--- config.mk ---
export PLATFORM = sky130hd
export DESIGN_NAME = psd_bridge
export DESIGN_NICKNAME = d
export VERILOG_FILES = /design/src/rtl/psd_pkg.sv /design/src/rtl/psd_lane_if.sv /design/src/rtl/psd_bridge.sv /design/src/rtl/psd_lane_sel.sv
export SDC_FILE = /design/constraint.sdc
export NUM_CORES = 1
export LEC_CHECK = 0
export BUFFER_PORTS_ARGS = -buffer_cell sky130_fd_sc_hd__buf_2
export CAP_MARGIN = 0
export CELL_PAD_IN_SITES_DETAIL_PLACEMENT = 1
export CELL_PAD_IN_SITES_GLOBAL_PLACEMENT = 1
export CORE_ASPECT_RATIO = 0.7
export CORE_UTILIZATION = 34
export CTS_BUF_LIST = sky130_fd_sc_hd__clkbuf_8
export DETAILED_ROUTE_END_ITERATION = 8
export PLACE_DENSITY_LB_ADDON = 0.25
export RECOVER_POWER = 25
export SLEW_MARGIN = 20
export SYNTH_ARGS = -nofsm -noshare
export SYNTH_HDL_FRONTEND = slang
export SYNTH_SLANG_ARGS = --single-unit
--- constraint.sdc ---
create_clock -name pclk -period 1.7 [get_ports pclk]
set_input_delay 0.34 -clock pclk [delete_from_list [all_inputs] [get_ports pclk]]
set_output_delay 0.34 -clock pclk [all_outputs]
set_load 0.005 [all_outputs]
--- src/rtl/psd_pkg.sv ---
// constants, opcodes and state type for the program space data access bridge
// Overview of operation
// - word table_read_low returns program bits 15:0
// - byte table_read_low: byte select picks byte
// - word table_read_high: program 23:16, upper zero
// - byte table_read_high: phantom byte reads zero
// - program word steps by two addresses
// - low ops: low word; high ops: upper byte
// - low ops reach eeprom; high ops refused
// - table page bit 7 selects configuration space
// - configuration space: reads only, implemented locations
// - window needs address msb and enable bit
// - window page forms upper program address bits
// - window covers data addresses 8000h and up
// - window read needs a second program fetch
// - window read returns lower sixteen bits only
// - window access waits during table operations
// - move adds one cycle, others add two (a mid-repeat window read adds one)
package psd_pkg;
   // apb register byte addresses
   localparam logic [7:0] ADDR_TABLE_PAGE = 8'h00;
   localparam logic [7:0] ADDR_WINDOW_PAGE = 8'h04;
   localparam logic [7:0] ADDR_CORE_CTRL = 8'h08;
   localparam logic [7:0] ADDR_STATUS = 8'h0c;
   // field positions
   localparam int CORE_WIN_EN_BIT = 2;
   localparam int TPAG_CFG_BIT = 7;
   localparam int EA_MSB = 15;
   localparam int STAT_BUSY_BIT = 0;
   localparam int STAT_CFG_REF_BIT = 1;
   localparam int STAT_EE_REF_BIT = 2;
   // reset values
   localparam logic [7:0] TABLE_PAGE_RST = 8'h00;
   localparam logic [7:0] WINDOW_PAGE_RST = 8'h00;
   localparam logic [15:0] CORE_CTRL_RST = 16'h0000;
   // cpu operation codes
   localparam logic [2:0] OP_DATA_READ = 3'h0;
   localparam logic [2:0] OP_TRD_LOW = 3'h1;
   localparam logic [2:0] OP_TRD_HIGH = 3'h2;
   localparam logic [2:0] OP_TWR_LOW = 3'h3;
   localparam logic [2:0] OP_TWR_HIGH = 3'h4;
   // window pad cycles beyond the second fetch
   localparam logic [1:0] WIN_PAD_MOVE = 2'h0;
   localparam logic [1:0] WIN_PAD_OTHER = 2'h1;
   // implemented configuration locations (values arbitrary)
   localparam logic [15:0] CFG_IMPL_LO = 16'hff00;
   localparam logic [15:0] CFG_IMPL_HI = 16'hff03;
   // byte enables over the 24-bit program word
   localparam logic [2:0] BE_LOW_WORD = 3'h3;
   localparam logic [2:0] BE_LOW_BYTE0 = 3'h1;
   localparam logic [2:0] BE_LOW_BYTE1 = 3'h2;
   localparam logic [2:0] BE_HIGH_BYTE = 3'h4;
   localparam logic [2:0] BE_NONE = 3'h0;
   // sequencer states
   typedef enum logic [2:0] {
      ST_IDLE,
      ST_FETCH,
      ST_FETCH2,
      ST_WAIT,
      ST_PAD
   } psd_state_e;
endpackage
--- src/rtl/psd_lane_if.sv ---
// interface carrying one lane selection request and its result
`timescale 1ns/100ps
interface psd_lane_if;
   logic [23:0] word; // fetched program or eeprom word
   logic high_op; // high table operation
   logic byte_mode; // byte wide operation
   logic bsel; // byte select
   logic [15:0] data; // data result
   modport user (output word, output high_op, output byte_mode, output bsel, input data);
   modport lane (input word, input high_op, input byte_mode, input bsel, output data);
endinterface

--- src/rtl/psd_bridge.sv ---
// program space data access bridge: table operations and visibility window
`timescale 1ns/100ps
module psd_bridge (
   input wire logic pclk,
   input wire logic presetn,
   // apb slave
   input wire logic psel,
   input wire logic penable,
   input wire logic pwrite,
   input wire logic [7:0] paddr,
   input wire logic [31:0] pwdata,
   output logic [31:0] prdata,
   output logic pready,
   output logic pslverr,
   // cpu data path
   input wire logic cpu_req,
   input wire logic [2:0] cpu_op,
   input wire logic cpu_byte,
   input wire logic [15:0] cpu_ea,
   input wire logic [15:0] cpu_wdata,
   input wire logic cpu_ee,
   input wire logic cpu_move,
   input wire logic cpu_rpt_mid,
   output logic cpu_ready,
   output logic cpu_done,
   output logic cpu_err,
   output logic cpu_miss,
   output logic [15:0] cpu_rdata,
   // program memory array
   output logic pm_rd,
   output logic pm_wr,
   output logic [23:0] pm_addr,
   output logic [23:0] pm_wdata,
   output logic [2:0] pm_be,
   input wire logic [23:0] pm_rdata,
   // data eeprom
   output logic ee_rd,
   output logic ee_wr,
   output logic [15:0] ee_addr,
   output logic [15:0] ee_wdata,
   input wire logic [15:0] ee_rdata
);
   ////////////////////////////////////////////////////////////////////////
   // registers and state
   logic [7:0] table_page_register; // table page
   logic [7:0] window_page_register; // window page
   logic [15:0] cpu_core_control; // core control, bit 2 enables window
   logic cfg_ref; // sticky: config write refused
   logic ee_ref; // sticky: high op on eeprom refused
   psd_pkg::psd_state_e state; // sequencer state
   logic [1:0] pad_cnt; // pad cycles left
   logic is_win; // operation is a window read
   logic is_ee; // operation goes to eeprom
   logic cfg_void; // unimplemented config read
   logic op_high; // latched high op
   logic op_byte; // latched byte mode
   logic op_bsel; // latched byte select

   psd_lane_if lane_bus ();

   ////////////////////////////////////////////////////////////////////////
   // apb decode
   wire apb_setup = psel & ~penable;
   wire apb_take = psel & penable & pready;
   wire apb_wr = apb_take & pwrite;
   wire hit_tpag = paddr == psd_pkg::ADDR_TABLE_PAGE;
   wire hit_wpag = paddr == psd_pkg::ADDR_WINDOW_PAGE;
   wire hit_core = paddr == psd_pkg::ADDR_CORE_CTRL;
   wire hit_stat = paddr == psd_pkg::ADDR_STATUS;
   wire hit_any = hit_tpag | hit_wpag | hit_core | hit_stat;
   wire busy = state != psd_pkg::ST_IDLE;
   wire [31:0] status_word = {29'h0, ee_ref, cfg_ref, busy};
   wire [31:0] next_prdata = hit_tpag ? {24'h0, table_page_register} :
                              hit_wpag ? {24'h0, window_page_register} :
                              hit_core ? {16'h0, cpu_core_control} :
                              hit_stat ? status_word : 32'h0;

   ////////////////////////////////////////////////////////////////////////
   // cpu request decode
   wire take = cpu_req & cpu_ready;
   wire op_tbl = (cpu_op == psd_pkg::OP_TRD_LOW) | (cpu_op == psd_pkg::OP_TRD_HIGH) |
                 (cpu_op == psd_pkg::OP_TWR_LOW) | (cpu_op == psd_pkg::OP_TWR_HIGH);
   wire op_wr = (cpu_op == psd_pkg::OP_TWR_LOW) | (cpu_op == psd_pkg::OP_TWR_HIGH);
   wire op_hi = (cpu_op == psd_pkg::OP_TRD_HIGH) | (cpu_op == psd_pkg::OP_TWR_HIGH);
   // window needs both the address msb and the enable bit
   wire win_on = cpu_ea[psd_pkg::EA_MSB] &
                 cpu_core_control[psd_pkg::CORE_WIN_EN_BIT];
   wire win_rd = (cpu_op == psd_pkg::OP_DATA_READ) & win_on;
   wire cfg_sp = table_page_register[psd_pkg::TPAG_CFG_BIT];
   wire cfg_impl = (cpu_ea >= psd_pkg::CFG_IMPL_LO) & (cpu_ea <= psd_pkg::CFG_IMPL_HI);
   wire cfg_wr_bad = op_tbl & op_wr & cfg_sp & ~cpu_ee;
   wire ee_hi_bad = op_tbl & op_hi & cpu_ee;
   wire refuse = cfg_wr_bad | ee_hi_bad;
   wire plain_rd = (cpu_op == psd_pkg::OP_DATA_READ) & ~win_on;
   // table address: page on top, ea word address below, bit 0 forced to zero
   wire [23:0] tbl_addr = {table_page_register, cpu_ea[15:1], 1'b0};
   // window address: page supplies upper bits, 15 ea bits the lower
   wire [23:0] win_addr = {1'b0, window_page_register, cpu_ea[14:0]};
   wire [1:0] win_pad = cpu_rpt_mid ? 2'h0 :
                        cpu_move ? psd_pkg::WIN_PAD_MOVE : psd_pkg::WIN_PAD_OTHER;
   wire [2:0] wr_be = op_hi ? ((cpu_byte & cpu_ea[0]) ? psd_pkg::BE_NONE :
                               psd_pkg::BE_HIGH_BYTE) :
                      ~cpu_byte ? psd_pkg::BE_LOW_WORD :
                      cpu_ea[0] ? psd_pkg::BE_LOW_BYTE1 : psd_pkg::BE_LOW_BYTE0;
   wire [23:0] wr_data = op_hi ? {cpu_wdata[7:0], 16'h0000} :
                         cpu_byte ? {8'h00, cpu_wdata[7:0], cpu_wdata[7:0]} :
                         {8'h00, cpu_wdata};
   // sequencer next state
   wire go_fetch = take & ~refuse & ~plain_rd & ~(op_tbl & op_wr);
   wire fin_wait = (state == psd_pkg::ST_WAIT) & (pad_cnt == 2'h0);
   wire fin_pad = (state == psd_pkg::ST_PAD) & (pad_cnt == 2'h1);
   wire finish = fin_wait | fin_pad;

   ////////////////////////////////////////////////////////////////////////
   // lane selection of the returned word
   assign lane_bus.word = cfg_void ? 24'h0 : (is_ee ? {8'h00, ee_rdata} : pm_rdata);
   assign lane_bus.high_op = op_high & ~is_win;
   assign lane_bus.byte_mode = op_byte & ~is_win;
   assign lane_bus.bsel = op_bsel;

   psd_lane_sel u_lane (
      .lp(lane_bus)
   );

   ////////////////////////////////////////////////////////////////////////
   // apb answer: ready one cycle after setup, read data loaded then
   always_ff @(posedge pclk or negedge presetn) begin
      if (!presetn) begin
         pready <= 1'b0;
         pslverr <= 1'b0;
         prdata <= 32'h0;
      end else begin
         pready <= apb_setup;
         pslverr <= apb_setup & ~hit_any;
         if (apb_setup) begin
            prdata <= next_prdata;
         end
      end
   end

   // software registers
   always_ff @(posedge pclk or negedge presetn) begin
      if (!presetn) begin
         table_page_register <= psd_pkg::TABLE_PAGE_RST;
         window_page_register <= psd_pkg::WINDOW_PAGE_RST;
         cpu_core_control <= psd_pkg::CORE_CTRL_RST;
      end else if (apb_wr) begin
         if (hit_tpag) begin
            table_page_register <= pwdata[7:0];
         end
         if (hit_wpag) begin
            window_page_register <= pwdata[7:0];
         end
         if (hit_core) begin
            cpu_core_control <= pwdata[15:0];
         end
      end
   end

   // sticky refusal flags: a new refusal wins over a write-one clear
   always_ff @(posedge pclk or negedge presetn) begin
      if (!presetn) begin
         cfg_ref <= 1'b0;
         ee_ref <= 1'b0;
      end else begin
         if (take & cfg_wr_bad) begin
            cfg_ref <= 1'b1;
         end else if (apb_wr & hit_stat & pwdata[psd_pkg::STAT_CFG_REF_BIT]) begin
            cfg_ref <= 1'b0;
         end
         if (take & ee_hi_bad) begin
            ee_ref <= 1'b1;
         end else if (apb_wr & hit_stat & pwdata[psd_pkg::STAT_EE_REF_BIT]) begin
            ee_ref <= 1'b0;
         end
      end
   end

   ////////////////////////////////////////////////////////////////////////
   // sequencer: one operation at a time, so a window read never overlaps
   // a table operation in flight
   always_ff @(posedge pclk or negedge presetn) begin
      if (!presetn) begin
         state <= psd_pkg::ST_IDLE;
         pad_cnt <= 2'h0;
         is_win <= 1'b0;
         is_ee <= 1'b0;
         cfg_void <= 1'b0;
         op_high <= 1'b0;
         op_byte <= 1'b0;
         op_bsel <= 1'b0;
      end else begin
         case (state)
            psd_pkg::ST_IDLE: begin
               if (go_fetch) begin
                  state <= psd_pkg::ST_FETCH;
                  is_win <= win_rd;
                  is_ee <= cpu_ee & ~win_rd;
                  cfg_void <= ~win_rd & ~cpu_ee & cfg_sp & ~cfg_impl;
                  op_high <= op_hi;
                  op_byte <= cpu_byte;
                  op_bsel <= cpu_ea[0];
                  pad_cnt <= win_rd ? win_pad : 2'h0;
               end
            end
            psd_pkg::ST_FETCH: begin
               // a window read fetches twice, costing one extra cycle
               state <= is_win ? psd_pkg::ST_FETCH2 : psd_pkg::ST_WAIT;
            end
            psd_pkg::ST_FETCH2: begin
               state <= psd_pkg::ST_WAIT;
            end
            psd_pkg::ST_WAIT: begin
               state <= (pad_cnt == 2'h0) ? psd_pkg::ST_IDLE : psd_pkg::ST_PAD;
            end
            psd_pkg::ST_PAD: begin
               pad_cnt <= pad_cnt - 2'h1;
               if (pad_cnt == 2'h1) begin
                  state <= psd_pkg::ST_IDLE;
               end
            end
            default: begin
               state <= psd_pkg::ST_IDLE;
            end
         endcase
      end
   end

   ////////////////////////////////////////////////////////////////////////
   // memory strobes: reads pulse in fetch states, writes on acceptance
   always_ff @(posedge pclk or negedge presetn) begin
      if (!presetn) begin
         pm_rd <= 1'b0;
         pm_wr <= 1'b0;
         pm_addr <= 24'h0;
         pm_wdata <= 24'h0;
         pm_be <= psd_pkg::BE_NONE;
         ee_rd <= 1'b0;
         ee_wr <= 1'b0;
         ee_addr <= 16'h0;
         ee_wdata <= 16'h0;
      end else begin
         pm_rd <= (go_fetch & ~(cpu_ee & ~win_rd) & ~(cfg_sp & ~cfg_impl & ~win_rd)) |
                  ((state == psd_pkg::ST_FETCH) & is_win);
         pm_wr <= take & op_wr & ~refuse & ~cpu_ee;
         ee_rd <= go_fetch & cpu_ee & ~win_rd;
         ee_wr <= take & op_wr & ~refuse & cpu_ee;
         if (take) begin
            pm_addr <= win_rd ? win_addr : tbl_addr;
            pm_wdata <= wr_data;
            pm_be <= op_wr ? wr_be : psd_pkg::BE_NONE;
            ee_addr <= cpu_ea;
            ee_wdata <= cpu_wdata;
         end
      end
   end

   // cpu answer: done pulses one cycle, ready drops while busy
   always_ff @(posedge pclk or negedge presetn) begin
      if (!presetn) begin
         cpu_ready <= 1'b0;
         cpu_done <= 1'b0;
         cpu_err <= 1'b0;
         cpu_miss <= 1'b0;
         cpu_rdata <= 16'h0;
      end else begin
         cpu_ready <= go_fetch ? 1'b0 : (~busy | finish);
         cpu_done <= (take & ~go_fetch) | finish;
         cpu_err <= take & refuse;
         cpu_miss <= take & plain_rd;
         if (state == psd_pkg::ST_WAIT) begin
            cpu_rdata <= lane_bus.data;
         end else if (take) begin
            cpu_rdata <= 16'h0;
         end
      end
   end
endmodule

--- src/rtl/psd_lane_sel.sv ---
// byte and word lane selection of a fetched program word
`timescale 1ns/100ps
module psd_lane_sel (
   psd_lane_if.lane lp
);
   ////////////////////////////////////////////////////////////////////////
   // candidate results per mode
   wire [15:0] low_word = lp.word[15:0];
   wire [15:0] low_byte = {8'h00, (lp.bsel ? lp.word[15:8] : lp.word[7:0])};
   wire [15:0] high_word = {8'h00, lp.word[23:16]};
   // phantom byte has no storage behind it, so it reads zero
   wire [15:0] high_byte = lp.bsel ? 16'h0000 : {8'h00, lp.word[23:16]};
   wire [15:0] low_res = lp.byte_mode ? low_byte : low_word;
   wire [15:0] high_res = lp.byte_mode ? high_byte : high_word;
   // high ops see the upper byte space, low ops the word space
   assign lp.data = lp.high_op ? high_res : low_res;
endmodule

Yosys cells after proc, flatten, opt, wreduce, memory -nomap -nowiden
Index checks and enable logic that the tools add are counted.

Bitwise operators: 73. Shifts and indexed selects: 0. $add $sub $neg: 1. $lt $le $gt $ge: 2. Reductions and logical operators: 15. Equal/unequal tests: 14. Multiplexer cells: 36. Divide/modulo/power cells: 0. Multipliers: 0.

Operators with widths (number): 16-bit two-way mux (9); 24-bit two-way mux (4); 1-bit bitwise AND (46); 3-bit two-way mux (7); 8-bit by 4-bit == test with 1-bit output, second input constant (2); 16-bit greater-or-equal comparator, second input constant (1); 16-bit less-or-equal comparator, second input constant (1); 8-bit two-way mux (2); 3-bit case mux with 5 select lines (1); 1-bit NOT (14); 1-bit bitwise OR (13); 3-bit by 2-bit == test with 1-bit output, second input constant (4); 2-bit AND reduction (6); 1-bit two-way mux (9); 8-bit by 3-bit == test with 1-bit output, second input constant (1); 8-bit zero test (1); 2-bit nonzero test (4); 3-bit by 1-bit == test with 1-bit output, second input constant (2); 3-bit == test, second input constant (2); 3-bit zero test (2); 2-bit two-way mux (3); 2-bit case mux with 2 select lines (1); 3-bit nonzero test (1); 2-bit by 1-bit == test with 1-bit output, second input constant (1); 4 further kinds (4).

Flip-flop bits (word level): 186. Input bits: 125. Memories: 0. Bits in writable memories: 0. Memory bits (read-only): 0. Word-level logic and storage cells: 171. Bits in latches: 0. Output and inout bits: 141.

Logic depth before layout (Yosys ltp)
Word-level depth: 15. Mapped depth: 7. Depth with buffers taken out: 5.

Hierarchy
Synthesis repeated with hierarchy kept, for this count alone.

Cell total of the unflattened synthesis: 708. Area, all modules: 7307.0 um^2.

By module, submodules not included: psd_bridge (instances 1, cells each 669, sequential area each 3903.7 um^2, area an instance 6970.4 um^2); psd_lane_sel (instances 1, cells each 39, sequential area each 0.0 um^2, area an instance 336.6 um^2).

Worst setup path before layout
Ideal clock, no wire load.

Path type: input port to flip-flop. Start point: in pwrite. End point: reg cpu_core_control[10]. Stages: 5. Setup slack: -0.050 ns. Buffers on the path: 1. Data arrival time: 1.625 ns. Library setup time: 0.125 ns. Data required time: 1.575 ns. Cells stage by stage: and4_1 > nand4_1 > nor3_2 > buf_4 > mux2_2.

Cells in the longest elaborated chain, start to end: 2.

Ends and longest elaborated chain: start, declared (RTL line psd_bridge.sv:9) `input wire logic pwrite,`; 1-bit bitwise AND (RTL line psd_bridge.sv:65) `wire apb_wr = apb_take & pwrite;`; 2-bit AND reduction (no source line); end signal, assigned (RTL line psd_bridge.sv:146) `cpu_core_control <= psd_pkg::CORE_CTRL_RST;`; end signal, assigned (RTL line psd_bridge.sv:155) `cpu_core_control <= pwdata[15:0];`; end, declared (RTL line psd_bridge.sv:47) `logic [15:0] cpu_core_control;`.

No other way between the ends. A chain may end at the register's enable or synchronous reset.

Worst setup path in the final report
Start point: reg pready. End point: reg cpu_core_control[0].

Cells in the longest elaborated chain, start to end: 3.

Ends and longest elaborated chain: start, declared (RTL line psd_bridge.sv:13) `output logic pready,`; start signal, assigned (RTL line psd_bridge.sv:133) `pready <= apb_setup;`; 1-bit bitwise AND (RTL line psd_bridge.sv:64) `wire apb_take = psel & penable & pready;`; 1-bit bitwise AND (RTL line psd_bridge.sv:65); 2-bit AND reduction (no source line).

No other way between the ends.

==> reports/results.txt <==
For the final-report setup violation count, the log shows 1. The detailed-routing iteration count for the pre-antenna-repair pass came out at 5. The die span in x is 173 um, and the final critical-path share of the clock period is 100%. VDD sags by at most 0.000596 V.

From synthesis to final layout, the design area changed by 31.6%. The register bit count reported by yosys came out at 156. The clock drives 156 sinks. The worst hold path begins at cpu_ea[1].

The flow ran to the end, but the final reports show violations. Clock tree synthesis inserted a total of 17 buffers. The max-capacitance violation count was 0. For the worst flop-to-flop path, the logic depth is 6. For the total number of H-tree levels, the log shows 4. The run gives 5,934 as the number of global-route vias before repair. The worst setup path startpoint is pready. The floorplan has 43 rows. The most common library cell in the layout ignoring fill and taps is sky130_fd_sc_hd__buf_2. Mean instance size in the synthesized netlist: 10.3 um^2. Clock tree synthesis selected as its root buffer the cell sky130_fd_sc_hd__clkbuf_8. For the routed via count, the log shows 5,910. 0 antenna diodes ended up in the layout. The violation count after the first detailed-routing iteration is 313, and the net count reported at finish is 1,069. For the worst-skew pair, the clock arrives at the later sink with an insertion delay of 0.45 ns. The critical path is of the flop to flop type.

The filler cells instantiated in the layout total 2,364. Setup repair after global routing could not meet its margin everywhere. The final count of pins violating max slew was 0. The slack of the critical path was -0.0000981 ns. In this run the post-CTS setup repair buffer count came out at 0. For the final database, setup skew stands at 0.0170 ns. The setup TNS is -0.0000981 ns, and the number of instances on the worst hold path is 3. Counting along the longest clock path gives a buffer depth of 2. The critical path endpoint was cpu_core_control[0]. For this design the ratio of total power to cell area is 1410 nW/um^2. Cell taking the most area after synthesis: sky130_fd_sc_hd__dfrtp_1. Input and output buffers added on the ports amount to 233.

After detailed routing, the number of vias per cell comes to 4.82. Headroom to the max-slew limit came out at 18.8%. Clock slew at the register clock pins of the worst setup and hold paths: 0.09 ns. The congestion estimate from routability-driven global placement came to 0.796.

In this run the vertical extent of the chip is 122 um. Yosys mapped the design onto 51 distinct sky130hd cell types. Number of I/O pins: 266. The reg-to-reg endpoint was cpu_core_control[0]. The ratio of cells with drive above 1 in the final layout was 40.1%. Launch point of the worst reg-to-reg path: pready. The standard cell core area came out at 20,000 um^2.

For flop-to-flop paths, the worst setup slack is -0.0001 ns. The worst hold path belongs to the class input pin to flop. The first global-routing pass estimated 33,700 um of wire.

The total placed instance area was 8730 um^2; the summed instance area of the synthesized netlist was 6980 um^2. The final total power is 12,900 uW. TritonCTS built the clock tree. STA classifies the critical path startpoint as a flop. Global routing consumed, over all layers together, 20.5% of the routing resources. Number of hold violations in the final report: 0.

The number of antenna violations at the first check in global routing is 1, and the total half-perimeter wirelength after legalization and detailed placement is 15,900 um. The checks that failed: negative setup slack. The minimum clock period after layout is 1.70 ns, and the overall overflow remaining after global route is 0. The number of synthesized flops with an enable pin is 0. The biggest fanout along the worst timing path was 10; the starting density of the core was 35.0%.

The sequential-to-total area share from yosys stat is 55.9%, and the number of instances in the synthesized netlist is 677. Among all flip-flop cells after synthesis, the most frequent one is sky130_fd_sc_hd__dfrtp_1. Registers take 3900 um^2. The maximum number of pins on one net before global-route repair was 53. After synthesis, the cell types taking the most area are sky130_fd_sc_hd__dfrtp_1, sky130_fd_sc_hd__nand2_1, sky130_fd_sc_hd__mux2_2. In the final routed layout, each cell accounts on average for 17.3 um. Once layout is done, the placed cells without fillers occupy 9190 um^2. The number of DRC violations after detailed routing was 0; the slew at the pin with the worst max-slew slack was 1.22 ns. Wires add up to 21,200 um.

Yosys printed 0 warnings. Data on the critical path arrives at its endpoint at 2.03 ns. For the area of the multi-input gates, the log shows 2770 um^2. Of the post-synthesis cell area, the dominant cell type holds 55.9%. STA classifies the critical path endpoint as a flop. Of all flip-flops after synthesis, the portion carrying an async set or reset was 100%. The logs give 0.00487 uW for the standby leakage power and 21,100 um^2 for the overall die area. The library cells used most frequently in the layout, excluding fill and tap cells, are sky130_fd_sc_hd__buf_2, sky130_fd_sc_hd__nand2_1, sky130_fd_sc_hd__dfrtp_1. Timing analysis after detailed placement gives a worst setup slack of -0.202 ns. STA puts the critical path data required time at 2.03 ns.

The residual antenna-violating net count after detailed routing is 0, and the maximum clock frequency is 588 MHz. At the end of the flow the core is filled with cells to 46.0%.
-- worst max-delay path: stages (launching register included) --
cell,delay (ns)
sky130_fd_sc_hd__dfrtp_1,0.37
sky130_fd_sc_hd__and4_1,0.19
sky130_fd_sc_hd__nand4_1,0.15
sky130_fd_sc_hd__buf_4,0.19
sky130_fd_sc_hd__nor3_4,0.13
sky130_fd_sc_hd__buf_6,0.20
sky130_fd_sc_hd__mux2_2,0.35
-- per-layer routing --
metal | vias to the layer above | global-route usage (%) | part of all wire, %
met5 | - | 0 | 0
met2 | 150 | 31.0 | 45
met3 | 13 | 6.40 | 6.5
met1 | 2941 | 28.9 | 48
li1 | 2806 | - | -
met4 | 0 | 4.31 | 0.73
-- sequential cells by signal, summed over array words and instances (netlist names), 8 cells and up --
| register | flops |
|---|---|
| cpu_core_control | 16 |
| cpu_rdata | 16 |
| ee_wdata | 16 |
| pm_addr | 24 |
| pm_wdata | 24 |
| prdata | 16 |
| table_page_register | 8 |
| window_page_register | 8 |
-- report_power, final --
group	total, uW	switching [uW]	internal, uW
clock network	3120	1480	1640
registers	5340	587	4760
logic	4460	2430	2030
total	12900	4490	8430
-- synthesized netlist by cell type (2+ instances only) --
library cell               count
sky130_fd_sc_hd__a32oi_1       2
sky130_fd_sc_hd__mux2i_1      29
sky130_fd_sc_hd__or3_1         2
sky130_fd_sc_hd__nand3b_1      2
sky130_fd_sc_hd__nand4_1       3
sky130_fd_sc_hd__nor4_1        4
sky130_fd_sc_hd__clkbuf_1     23
sky130_fd_sc_hd__a22o_1       19
sky130_fd_sc_hd__or2_2         2
sky130_fd_sc_hd__nand3_1       3
sky130_fd_sc_hd__nor2_1       41
sky130_fd_sc_hd__o21ai_0      33
sky130_fd_sc_hd__mux2_2       37
sky130_fd_sc_hd__a32o_1        2
sky130_fd_sc_hd__inv_1         8
sky130_fd_sc_hd__dfrtp_1     156
sky130_fd_sc_hd__a31oi_1      15
sky130_fd_sc_hd__o31ai_1       9
sky130_fd_sc_hd__nor2b_1       4
sky130_fd_sc_hd__o22ai_1       8
sky130_fd_sc_hd__a21oi_1      18
sky130_fd_sc_hd__buf_4        31
sky130_fd_sc_hd__ha_1          2
sky130_fd_sc_hd__nand2_1     186
sky130_fd_sc_hd__buf_2         8
sky130_fd_sc_hd__buf_1         3
sky130_fd_sc_hd__mux4_2        3
-- area by class of cell --
type / count / share of cell area [%]
inverter: 8 / 0.327
clock buffer: 18 / 2.70
tap: 270 / 3.68
timing repair buffer: 296 / 18.5
clock inverter: 14 / 2.11
multi-input combinational: 463 / 30.2
sequential: 156 / 42.5
-- cells by family (layout without fill, tap and decap cells) --
| logic type | Yosys count | in the layout | synth area share, % |
|---|---|---|---|
| AOI/OAI and AO/OA | 116 | 116 | 11.1 |
| xor gates and xnor gates | 1 | 1 | 0.125 |
| adders and majority gates | 2 | 2 | 0.358 |
| buffers and inverters | 73 | 336 | 5.74 |
| DFF | 156 | 156 | 55.9 |
| muxes | 69 | 69 | 11.1 |
| other | 1 | 16 | 0.0537 |
| and+or+nand+nor | 259 | 259 | 15.6 |
-- worst min path at each step --
| stage | end |
|---|---|
| floorplan | cfg_ref |
| global route | pm_addr[8] |
| finish | pm_addr[1] |
| detailed placement | window_page_register[4] |
| global placement | prdata[6] |
| CTS | ee_wdata[10] |
-- what timing repair did --
action,in CTS,in global routing
hold buffers,1,0
gates resized for setup,2,9
hold endpoints to repair,40,0
pin swaps,0,2
endpoints found under the setup margin,15,47
-- stage by stage --
stage,cells,hold slack (ns)
floorplan,692,0.0444
global placement,1192,0.328
detailed placement,1192,0.328
CTS,1225,0.0497
global route,1225,0.0677
finish,1225,0.0855
(Power assumes the default switching activity.)
